$ cat src/shared/lusf_pkg.sv
// Constants for the lock-in stream packet framer.
// Assumes one 125 MHz system clock and 32-bit register words.
// Behaviour
// - Each packet is a 4-byte header, always big-endian, then 128 to 1024 payload bytes.
// - The header holds status 31:24, rate code 23:16, length code 15:12, content 11:8, counter 7:0.
// - The packet counter rises by one per packet and wraps modulo 256.
// - Length code 0, 1, 2, 3 means 1024, 512, 256, 128 payload bytes.
// - Content codes 0 to 3 are float X, XY, R-theta, XYR-theta; 4 to 7 the same as 16-bit integers.
// - Rate code N means 1.25 MHz over 2 to the N, already including subsampling.
// - Status bit 24 flags input, active sync filter, or integer output overload at packet start.
// - Status bit 25 flags reference loop unlock or sync filter out of range at packet start.
// - Status bit 28 is set for little-endian payload and clear for big-endian.
// - Status bit 29 is set when the checksum integrity check is enabled.
// - Big-endian sends the most significant byte of each word first; little reverses bytes only.
// - All selected channels of one sample go out in X, Y, R, theta order before the next sample.
// - With checking on, the network hardware checks and drops a bad packet whole.
// - Packets go to the address that enabled the stream, at a port that defaults to 1865; the code sends to the address written at ADDR_DEST_IP instead.
// - Payload size follows the size setting; endianness and checksum follow the format option.
package lusf_pkg;
	localparam logic [7:0]  ADDR_CTRL      = 8'h00;
	localparam logic [7:0]  ADDR_DEST_IP   = 8'h04;
	localparam logic [7:0]  ADDR_DEST_PORT = 8'h08;
	localparam logic [7:0]  ADDR_STATE     = 8'h0C;
	localparam logic [7:0]  ADDR_INT_STAT  = 8'h10;
	localparam logic [7:0]  ADDR_INT_CLR   = 8'h14;
	localparam logic [7:0]  ADDR_INT_EN    = 8'h18;
	// Control register fields
	localparam int          CTRL_EN        = 0;
	localparam int          CTRL_LEN_LSB   = 2;
	localparam int          CTRL_CONT_LSB  = 4;
	localparam int          CTRL_LITTLE    = 7;
	localparam int          CTRL_CSUM      = 8;
	localparam int          CTRL_RATE_LSB  = 16;
	localparam logic [31:0] CTRL_RESET     = 32'h0000_0000;
	localparam logic [15:0] PORT_RESET     = 16'h0749;
	// Header field positions
	localparam int          HDR_OVL        = 24;
	localparam int          HDR_ERR        = 25;
	localparam int          HDR_LITTLE     = 28;
	localparam int          HDR_CSUM       = 29;
	localparam logic [10:0] LEN_MAX        = 11'h400;
	localparam logic [1:0]  HDR_BYTES_M1   = 2'h3;
	// Interrupt events
	localparam int          EV_DONE        = 0;
	localparam int          EV_OVERRUN     = 1;
	localparam int          EV_W           = 2;
endpackage

$ cat src/rtl/lusf_framer.sv
// Stream packet framer: header plus interleaved payload, one byte per handshake.
// Assumes samples arrive at the lock-in rate, synchronous to CLK_SYS_I, and that
// the UDP/IP layer downstream adds transport, checksum and drops bad packets.
`timescale 1ns/100ps
`default_nettype none
module lusf_framer (
	// Clock and reset
	input  wire logic        CLK_SYS_I,
	input  wire logic        SYS_RST_I,
	// Register port
	input  wire logic [7:0]  REG_ADDR_I,
	input  wire logic [31:0] REG_WDATA_I,
	input  wire logic        REG_WR_I,
	input  wire logic        REG_RD_I,
	output logic      [31:0] REG_RDATA_O,
	// Lock-in samples
	input  wire logic        SAMPLE_VALID_I,
	input  wire logic [31:0] SAMPLE_XF_I,
	input  wire logic [31:0] SAMPLE_YF_I,
	input  wire logic [31:0] SAMPLE_RF_I,
	input  wire logic [31:0] SAMPLE_TF_I,
	input  wire logic [15:0] SAMPLE_XI_I,
	input  wire logic [15:0] SAMPLE_YI_I,
	input  wire logic [15:0] SAMPLE_RI_I,
	input  wire logic [15:0] SAMPLE_TI_I,
	// Instrument conditions
	input  wire logic        INPUT_OVL_I,
	input  wire logic        SYNC_ON_I,
	input  wire logic        SYNC_OVL_I,
	input  wire logic        OUTPUT_OVL_I,
	input  wire logic        PLL_UNLOCK_I,
	input  wire logic        SYNC_RANGE_I,
	// Byte stream to network
	output logic      [7:0]  TX_DATA_O,
	output logic             TX_VALID_O,
	output logic             TX_FIRST_O,
	output logic             TX_LAST_O,
	input  wire logic        TX_READY_I,
	// Transport settings and interrupt
	output logic      [31:0] DEST_ADDR_O,
	output logic      [15:0] DEST_PORT_O,
	output logic             CSUM_EN_O,
	output logic             IRQ_O
);
	typedef enum logic [1:0] {ST_IDLE, ST_HDR, ST_PAY} lusf_state_e;

	lusf_state_e        state_q;
	logic        [31:0] ctrl_q;
	logic        [7:0]  pkt_cnt_q;
	logic        [31:0] hdr_q;
	logic        [1:0]  hdr_idx_q;
	logic        [10:0] remain_q;
	logic        [2:0]  cont_q;
	logic               little_q;
	logic        [1:0]  ch_idx_q;
	logic        [1:0]  b_idx_q;
	logic               samp_full_q;
	logic        [31:0] samp_f_q [4];
	logic        [15:0] samp_i_q [4];
	logic        [31:0] sub_cnt_q;
	logic        [lusf_pkg::EV_W-1:0] int_stat_q;
	logic        [lusf_pkg::EV_W-1:0] int_en_q;

	logic        [4:0]  rate_n;
	logic        [1:0]  len_code;
	logic        [2:0]  cont_code;
	logic               take;
	logic               keep;
	logic               capture;
	logic               pay_go;
	logic               samp_done;
	logic               pkt_end;
	logic        [1:0]  nch_m1;
	logic        [1:0]  nb_m1;
	logic        [1:0]  chan;
	logic        [1:0]  bpos;
	logic        [31:0] word;
	logic        [7:0]  hdr_status;
	logic        [lusf_pkg::EV_W-1:0] ev;

	assign rate_n    = ctrl_q[lusf_pkg::CTRL_RATE_LSB +: 5];
	assign len_code  = ctrl_q[lusf_pkg::CTRL_LEN_LSB +: 2];
	assign cont_code = ctrl_q[lusf_pkg::CTRL_CONT_LSB +: 3];
	// Output register free to take a new byte
	assign take      = !TX_VALID_O || TX_READY_I;

	// Keep one input sample in 2^N so the rate code matches the data
	assign keep    = (sub_cnt_q & ((32'h0000_0001 << rate_n) - 32'h0000_0001)) == 32'h0000_0000;
	assign capture = SAMPLE_VALID_I && keep && (state_q != ST_IDLE);

	always_ff @(posedge CLK_SYS_I or posedge SYS_RST_I) begin
		if (SYS_RST_I) begin
			sub_cnt_q <= 32'h0000_0000;
		end else if (state_q == ST_IDLE) begin
			sub_cnt_q <= 32'h0000_0000;
		end else if (SAMPLE_VALID_I) begin
			sub_cnt_q <= sub_cnt_q + 32'h0000_0001;
		end
	end

	// Channel walk per sample instant, X Y R theta order
	always_comb begin
		nch_m1 = (cont_q[1:0] == 2'd0) ? 2'd0 : ((cont_q[1:0] == 2'd3) ? 2'd3 : 2'd1);
		chan   = (cont_q[1:0] == 2'd2) ? ch_idx_q + 2'd2 : ch_idx_q;
		nb_m1  = cont_q[2] ? 2'd1 : 2'd3;
		bpos   = little_q ? b_idx_q : nb_m1 - b_idx_q;
		word   = cont_q[2] ? {16'h0000, samp_i_q[chan]} : samp_f_q[chan];
	end

	assign pay_go    = (state_q == ST_PAY) && samp_full_q && take;
	assign samp_done = pay_go && (b_idx_q == nb_m1) && (ch_idx_q == nch_m1);
	assign pkt_end   = pay_go && (remain_q == 11'h001);

	// Sample hold; a drop while full is an overrun
	always_ff @(posedge CLK_SYS_I or posedge SYS_RST_I) begin
		if (SYS_RST_I) begin
			samp_full_q <= 1'b0;
			samp_f_q    <= '{default: 32'h0000_0000};
			samp_i_q    <= '{default: 16'h0000};
		end else if (capture && (!samp_full_q || samp_done)) begin
			samp_full_q <= 1'b1;
			samp_f_q    <= '{SAMPLE_XF_I, SAMPLE_YF_I, SAMPLE_RF_I, SAMPLE_TF_I};
			samp_i_q    <= '{SAMPLE_XI_I, SAMPLE_YI_I, SAMPLE_RI_I, SAMPLE_TI_I};
		end else if (samp_done || state_q == ST_IDLE) begin
			samp_full_q <= 1'b0;
		end
	end

	// Status sampled at packet start
	always_comb begin
		hdr_status                          = 8'h00;
		hdr_status[lusf_pkg::HDR_OVL - 24]  = INPUT_OVL_I || (SYNC_ON_I && SYNC_OVL_I)
			|| (cont_code[2] && OUTPUT_OVL_I);
		hdr_status[lusf_pkg::HDR_ERR - 24]  = PLL_UNLOCK_I || SYNC_RANGE_I;
		hdr_status[lusf_pkg::HDR_LITTLE - 24] = ctrl_q[lusf_pkg::CTRL_LITTLE];
		hdr_status[lusf_pkg::HDR_CSUM - 24] = ctrl_q[lusf_pkg::CTRL_CSUM];
	end

	// Packet sequencing; content, endianness and length frozen per packet, the subsampling rate code is read live
	always_ff @(posedge CLK_SYS_I or posedge SYS_RST_I) begin
		if (SYS_RST_I) begin
			state_q   <= ST_IDLE;
			hdr_q     <= 32'h0000_0000;
			hdr_idx_q <= 2'h0;
			remain_q  <= 11'h000;
			cont_q    <= 3'h0;
			little_q  <= 1'b0;
			ch_idx_q  <= 2'h0;
			b_idx_q   <= 2'h0;
			pkt_cnt_q <= 8'h00;
		end else begin
			case (state_q)
				ST_IDLE: begin
					if (ctrl_q[lusf_pkg::CTRL_EN]) begin
						state_q   <= ST_HDR;
						hdr_q     <= {hdr_status, 3'b000, rate_n, 2'b00, len_code,
							1'b0, cont_code, pkt_cnt_q};
						hdr_idx_q <= 2'h0;
						remain_q  <= lusf_pkg::LEN_MAX >> len_code;
						cont_q    <= cont_code;
						little_q  <= ctrl_q[lusf_pkg::CTRL_LITTLE];
						ch_idx_q  <= 2'h0;
						b_idx_q   <= 2'h0;
					end
				end
				ST_HDR: begin
					if (take) begin
						hdr_idx_q <= hdr_idx_q + 2'h1;
						if (hdr_idx_q == lusf_pkg::HDR_BYTES_M1) begin
							state_q <= ST_PAY;
						end
					end
				end
				ST_PAY: begin
					if (pay_go) begin
						remain_q <= remain_q - 11'h001;
						b_idx_q  <= (b_idx_q == nb_m1) ? 2'h0 : b_idx_q + 2'h1;
						if (b_idx_q == nb_m1) begin
							ch_idx_q <= (ch_idx_q == nch_m1) ? 2'h0 : ch_idx_q + 2'h1;
						end
						if (pkt_end) begin
							state_q   <= ST_IDLE;
							pkt_cnt_q <= pkt_cnt_q + 8'h01;
						end
					end
				end
				default: state_q <= ST_IDLE;
			endcase
		end
	end

	// Byte output register
	always_ff @(posedge CLK_SYS_I or posedge SYS_RST_I) begin
		if (SYS_RST_I) begin
			TX_DATA_O  <= 8'h00;
			TX_VALID_O <= 1'b0;
			TX_FIRST_O <= 1'b0;
			TX_LAST_O  <= 1'b0;
		end else if (take) begin
			TX_VALID_O <= (state_q == ST_HDR) || pay_go;
			TX_FIRST_O <= (state_q == ST_HDR) && (hdr_idx_q == 2'h0);
			TX_LAST_O  <= pkt_end;
			if (state_q == ST_HDR) begin
				TX_DATA_O <= hdr_q[8*(3-hdr_idx_q) +: 8];
			end else begin
				TX_DATA_O <= word[8*bpos +: 8];
			end
		end
	end

	// Register writes
	always_ff @(posedge CLK_SYS_I or posedge SYS_RST_I) begin
		if (SYS_RST_I) begin
			ctrl_q      <= lusf_pkg::CTRL_RESET;
			DEST_ADDR_O <= 32'h0000_0000;
			DEST_PORT_O <= lusf_pkg::PORT_RESET;
			CSUM_EN_O   <= 1'b0;
			int_en_q    <= '0;
		end else if (REG_WR_I) begin
			case (REG_ADDR_I)
				lusf_pkg::ADDR_CTRL: begin
					ctrl_q    <= REG_WDATA_I;
					CSUM_EN_O <= REG_WDATA_I[lusf_pkg::CTRL_CSUM];
				end
				lusf_pkg::ADDR_DEST_IP:   DEST_ADDR_O <= REG_WDATA_I;
				lusf_pkg::ADDR_DEST_PORT: DEST_PORT_O <= REG_WDATA_I[15:0];
				lusf_pkg::ADDR_INT_EN:    int_en_q    <= REG_WDATA_I[lusf_pkg::EV_W-1:0];
				default: ;
			endcase
		end
	end

	// Sticky events; a new event beats a clear in the same cycle
	assign ev = {capture && samp_full_q && !samp_done, pkt_end};

	always_ff @(posedge CLK_SYS_I or posedge SYS_RST_I) begin
		if (SYS_RST_I) begin
			int_stat_q <= '0;
			IRQ_O      <= 1'b0;
		end else begin
			int_stat_q <= (int_stat_q & ~((REG_WR_I && REG_ADDR_I == lusf_pkg::ADDR_INT_CLR)
				? REG_WDATA_I[lusf_pkg::EV_W-1:0] : '0)) | ev;
			IRQ_O      <= |(int_stat_q & int_en_q);
		end
	end

	// Register reads, unmapped reads zero
	always_ff @(posedge CLK_SYS_I or posedge SYS_RST_I) begin
		if (SYS_RST_I) begin
			REG_RDATA_O <= 32'h0000_0000;
		end else if (REG_RD_I) begin
			case (REG_ADDR_I)
				lusf_pkg::ADDR_CTRL:      REG_RDATA_O <= ctrl_q;
				lusf_pkg::ADDR_DEST_IP:   REG_RDATA_O <= DEST_ADDR_O;
				lusf_pkg::ADDR_DEST_PORT: REG_RDATA_O <= {16'h0000, DEST_PORT_O};
				lusf_pkg::ADDR_STATE:     REG_RDATA_O <= {23'h0, state_q != ST_IDLE, pkt_cnt_q};
				lusf_pkg::ADDR_INT_STAT:  REG_RDATA_O <= {30'h0, int_stat_q};
				lusf_pkg::ADDR_INT_EN:    REG_RDATA_O <= {30'h0, int_en_q};
				default:                  REG_RDATA_O <= 32'h0000_0000;
			endcase
		end else begin
			REG_RDATA_O <= 32'h0000_0000;
		end
	end

	// Checking helpers: bytes handed over after the first byte of the current packet, plus its payload length
	logic [10:0] pay_seen_q;
	logic [10:0] pay_len_q;
	logic        hs;
	assign hs = TX_VALID_O && TX_READY_I;
	always_ff @(posedge CLK_SYS_I or posedge SYS_RST_I) begin
		if (SYS_RST_I) begin
			pay_seen_q <= 11'h000;
			pay_len_q  <= 11'h000;
		end else begin
			if (state_q == ST_HDR) begin
				pay_len_q <= remain_q;
			end
			if (hs && TX_FIRST_O) begin
				pay_seen_q <= 11'h000;
			end else if (hs) begin
				pay_seen_q <= pay_seen_q + 11'h001;
			end
		end
	end
endmodule
`default_nettype wire

$ cat config.mk
export PLATFORM = sky130hd
export DESIGN_NAME = lusf_framer
export DESIGN_NICKNAME = d
export VERILOG_FILES = /design/src/shared/lusf_pkg.sv /design/src/rtl/lusf_framer.sv
export SDC_FILE = /design/constraint.sdc
export NUM_CORES = 1
export LEC_CHECK = 0
export BUFFER_PORTS_ARGS = -buffer_cell sky130_fd_sc_hd__buf_2
export CAP_MARGIN = 15
export CORE_UTILIZATION = 56
export CTS_CLUSTER_DIAMETER = 80
export DETAILED_ROUTE_END_ITERATION = 16
export GPL_TIMING_DRIVEN = 0
export HOLD_SLACK_MARGIN = 0.06
export PLACE_DENSITY_LB_ADDON = 0.1
export SYNTH_ARGS = -nofsm -noshare
export SYNTH_HDL_FRONTEND = slang
export SYNTH_SLANG_ARGS = --single-unit
$ cat constraint.sdc
create_clock -name CLK_SYS_I -period 16.6 [get_ports CLK_SYS_I]
set_input_delay 3.32 -clock CLK_SYS_I [delete_from_list [all_inputs] [get_ports CLK_SYS_I]]
set_output_delay 3.32 -clock CLK_SYS_I [all_outputs]
set_load 0.02 [all_outputs]
==> reports/metrics.cfg <==
[sta]
final_max_slew_viol_count=0
min_period_over_period_pct=34.0
clock-skew-final_ns=0.0270
layout_min_cycle_time_ns=5.64
worstMarginPinSlew_ns=1.24
grt_setup_unrepaired=false
timing_hold_violations_final=0
max_clock_freq_mhz=177
relSlewSlack_pct=16.9
setup_viol_count_final=0

[die]
initial_core_util_pct=57.0
die_x_um=187
dieArea_um2=34900
io-pin-count=337
fp.coreArea_um2=33500
standard_cell_row_count=67
die_h_um=187

[cts]
clockRootBuffer=clkbuf_16
cts-root-to-sink-buffers=3
quantity_of_hold_fixing_buffers_added_after_cts=0
postCtsSetupBuffers=0
htreeDepth=2
cts.sink_count=401
clkLatencyLatePin_ns=0.56
cts.repair.resized=0
clkTransAtPathRegs_ns=0.06
cts_tree=built
tritoncts.num_buffers=44

[finish]
num-fill-cells=2489
finalNetCount=2068
share_of_cells_above_drive_strength_1_pct=42.3
syn2layout_area_growth_pct=20.0
finalCoreUtilization_pct=68.4
finalNonFillerCells=2311

[critical_path]
start_kind=input port
r2r-start=ctrl_q[20]
critical_path.endpoint_type=flop
arrival_ns=6.06
rr_worst_depth=15
critPathLaunch=TX_READY_I
setup.worst_path.class=in -> reg
cp.required_ns=17.02
timing.rr.end=samp_f_q[112]
endpoint=samp_f_q[112]
worst_r2r_setup_slack_ns=12.44
worstPathMaxFanout=10

[placed_design]
placed_cells_incl_taps=2218
numPortBuffers=332
detailed_place_hpwl_um=37400
place.gp.congestion=0.870

[run]
drv.max_cap_violation_count=0

[synth]
synth.most_common_cell=dfrtp_1
dominantRegCellSynth=dfrtp_1
synth-seq-cells=401
count_of_flip_flops_with_a_built_in_enable_after_synthesis=0
netlist-cell-type-count=61
netlist.area_leader.share_pct=51.7
postSynth.asyncResetShare_pct=100
post_synth_main_area_contributors=dfrtp_1 (52%), mux2_4 (14%), mux4_2 (6.8%), mux2_2 (5.7%), nand2_1 (2.1%)
sequential_share_of_the_synthesized_area_pct=52.5
mappedNetlistArea_um2=19100
synth_top_cells_by_count=dfrtp_1 (395), mux2_4 (172), nand2_1 (109), nor2_1 (109), mux2_2 (97)
synth.avg_cell_area_um2=13.3
post_synth_inst_count=1434
mappedNetlistNets=1685
yosys_warnings=0
synth_top_area_cell=dfrtp_1

[global_route]
grt_pass1_vias=14200
grt_first_pass_wirelength_um=82400
number_of_antenna_violations_at_the_first_check_in_global_routing=17
largest_net_degree_at_the_start_of_global_routing=134
grt_overflow=0
groute.usage.overall_pct=30.8

[routing]
drtPass1Iterations=5
routedWlPerCell_um=22.6
drt_iter0_markers=1020
dr_total_vias=13400
drc=0
route.final.wire_length_um=52100
vias_per_cell=5.80
antenna_violating_nets_post_route=0

[pwr]
static-leakage-power_nw=11.2
power-per-cell-area_nw_per_um2=158
ir_drop_worst_vdd_mv=0.115

[status]
outcome=completed

[worst_hold_path]
timing.hold.worst.class=reg -> reg

==> final cells by class <==
cell class,instances,area [um^2],area share (%)
repair buffers,337,1770,7.72
well taps,448,561,2.44
flip-flops and latches,401,10000,43.8
plain buffers,87,500,2.18
inverters,19,78.8,0.344
clock inverters,6,65.1,0.284
multi-input cells,927,8500,37.1
clock buffers,72,1390,6.05
diodes,14,35.0,0.153
==> how the worst min path moves through the flow <==
| stage | endpoint | start | slack (ns) | depth (start not counted) |
|---|---|---|---|---|
| final | hdr_q[0] | hdr_q[0] | 0.47 | 2 |
| after global routing | samp_f_q[122] | samp_f_q[122] | 0.51 | 1 |
| after CTS | hdr_q[0] | hdr_q[0] | 0.47 | 2 |
| after detailed placement | hdr_q[0] | hdr_q[0] | 0.46 | 2 |
| after global placement | hdr_q[12] | hdr_q[12] | 0.45 | 2 |
| after floorplan | hdr_q[3] | hdr_q[3] | 0.44 | 2 |
==> layer usage <==
metal	global-route usage, %	routed length [um]	up-vias
li1	-	-	5973
met1	41.3	22000	6844
met2	49.4	25100	474
met3	5.85	3170	115
met4	12.7	1870	6
met5	0	39	-
==> registers in the layout, indices dropped and copies added, names as in the netlist, 11 cells and up <==
name         flops
ctrl_q          32
hdr_q           20
remain_q        11
samp_f_q       128
samp_i_q        64
REG_RDATA_O     32
DEST_PORT_O     16
sub_cnt_q       31
DEST_ADDR_O     32
==> power by group <==
part | switching, mW | total, mW | internal [mW]
Clock | 0.399 | 0.983 | 0.584
Combinational | 0.500 | 1.17 | 0.671
Sequential | 0.189 | 1.46 | 1.27
Total | 1.09 | 3.61 | 2.53
==> metrics by stage <==
step           hold slack, ns  power [mW]  instance area [um^2]  setup TNS [ns]  setup WS, ns
6_report                0.470        3.61                 22900               0         10.96
4_1_cts                 0.474        3.62                 22900               0         11.01
3_5_place_dp            0.459        2.63                 21400               0         10.44
3_3_place_gp            0.453        2.59                 21300         -790.06         -2.03
5_1_grt                 0.510        3.77                 22900               0         10.85
2_1_floorplan           0.440        2.31                 19100               0          2.14
==> worst max-delay path, stage by stage <==
cell and delay (ns):
buf_2 0.10, nand2b_1 0.09, clkbuf_1 0.30, nand3_1 0.38, o31ai_1 0.83, nand4_2 0.26, buf_6 0.26, buf_6 0.18
mux2_1 0.31
==> kinds of logic after synthesis <==
logic type / share of synthesized area [%]
buffers and inverters: 2.99
XOR/XNOR: 2.19
AO/OA/AOI/OAI: 5.33
multiplexers: 27.6
adder cells (fa/ha/maj): 0.458
AND/OR/NAND/NOR: 8.88
flip-flops: 52.5
==> layout by cell type, fill, tap and decap left out, types with 5 or more instances in the layout <==
cell type  netlist  layout
mux4_2          58      58
mux2i_1         21      21
nand3_1         35      35
mux2_2          97      97
o211ai_1        14      14
a22o_1           5       5
inv_1           19      18
ha_1             7       7
buf_6           21      22
buf_2           13     345
a211oi_1         6       6
nor4_1           9       9
nand2_1        109     109
xor2_1          23      23
buf_1            9       9
o21ai_0         35      35
o22ai_1          5       5
dfrtp_1        395     395
and3_1          11      11
mux2_1           8       8
diode_2          0      14
nand2b_1         6       6
dfstp_2          6       6
nor2_1         109     109
clkbuf_8         0      16
or3_1            5       5
xnor2_1         23      23
clkbuf_1        44      55
a31oi_1          9       9
a21oi_1         32      32
nor2b_1         13      13
nand4_1         17      17
a22oi_1         26      26
mux2_4         172     172
clkbuf_16        0      45
nor3_1          20      20
and2_1           5       5
No activity file was read; power rests on OpenSTA's default activity.
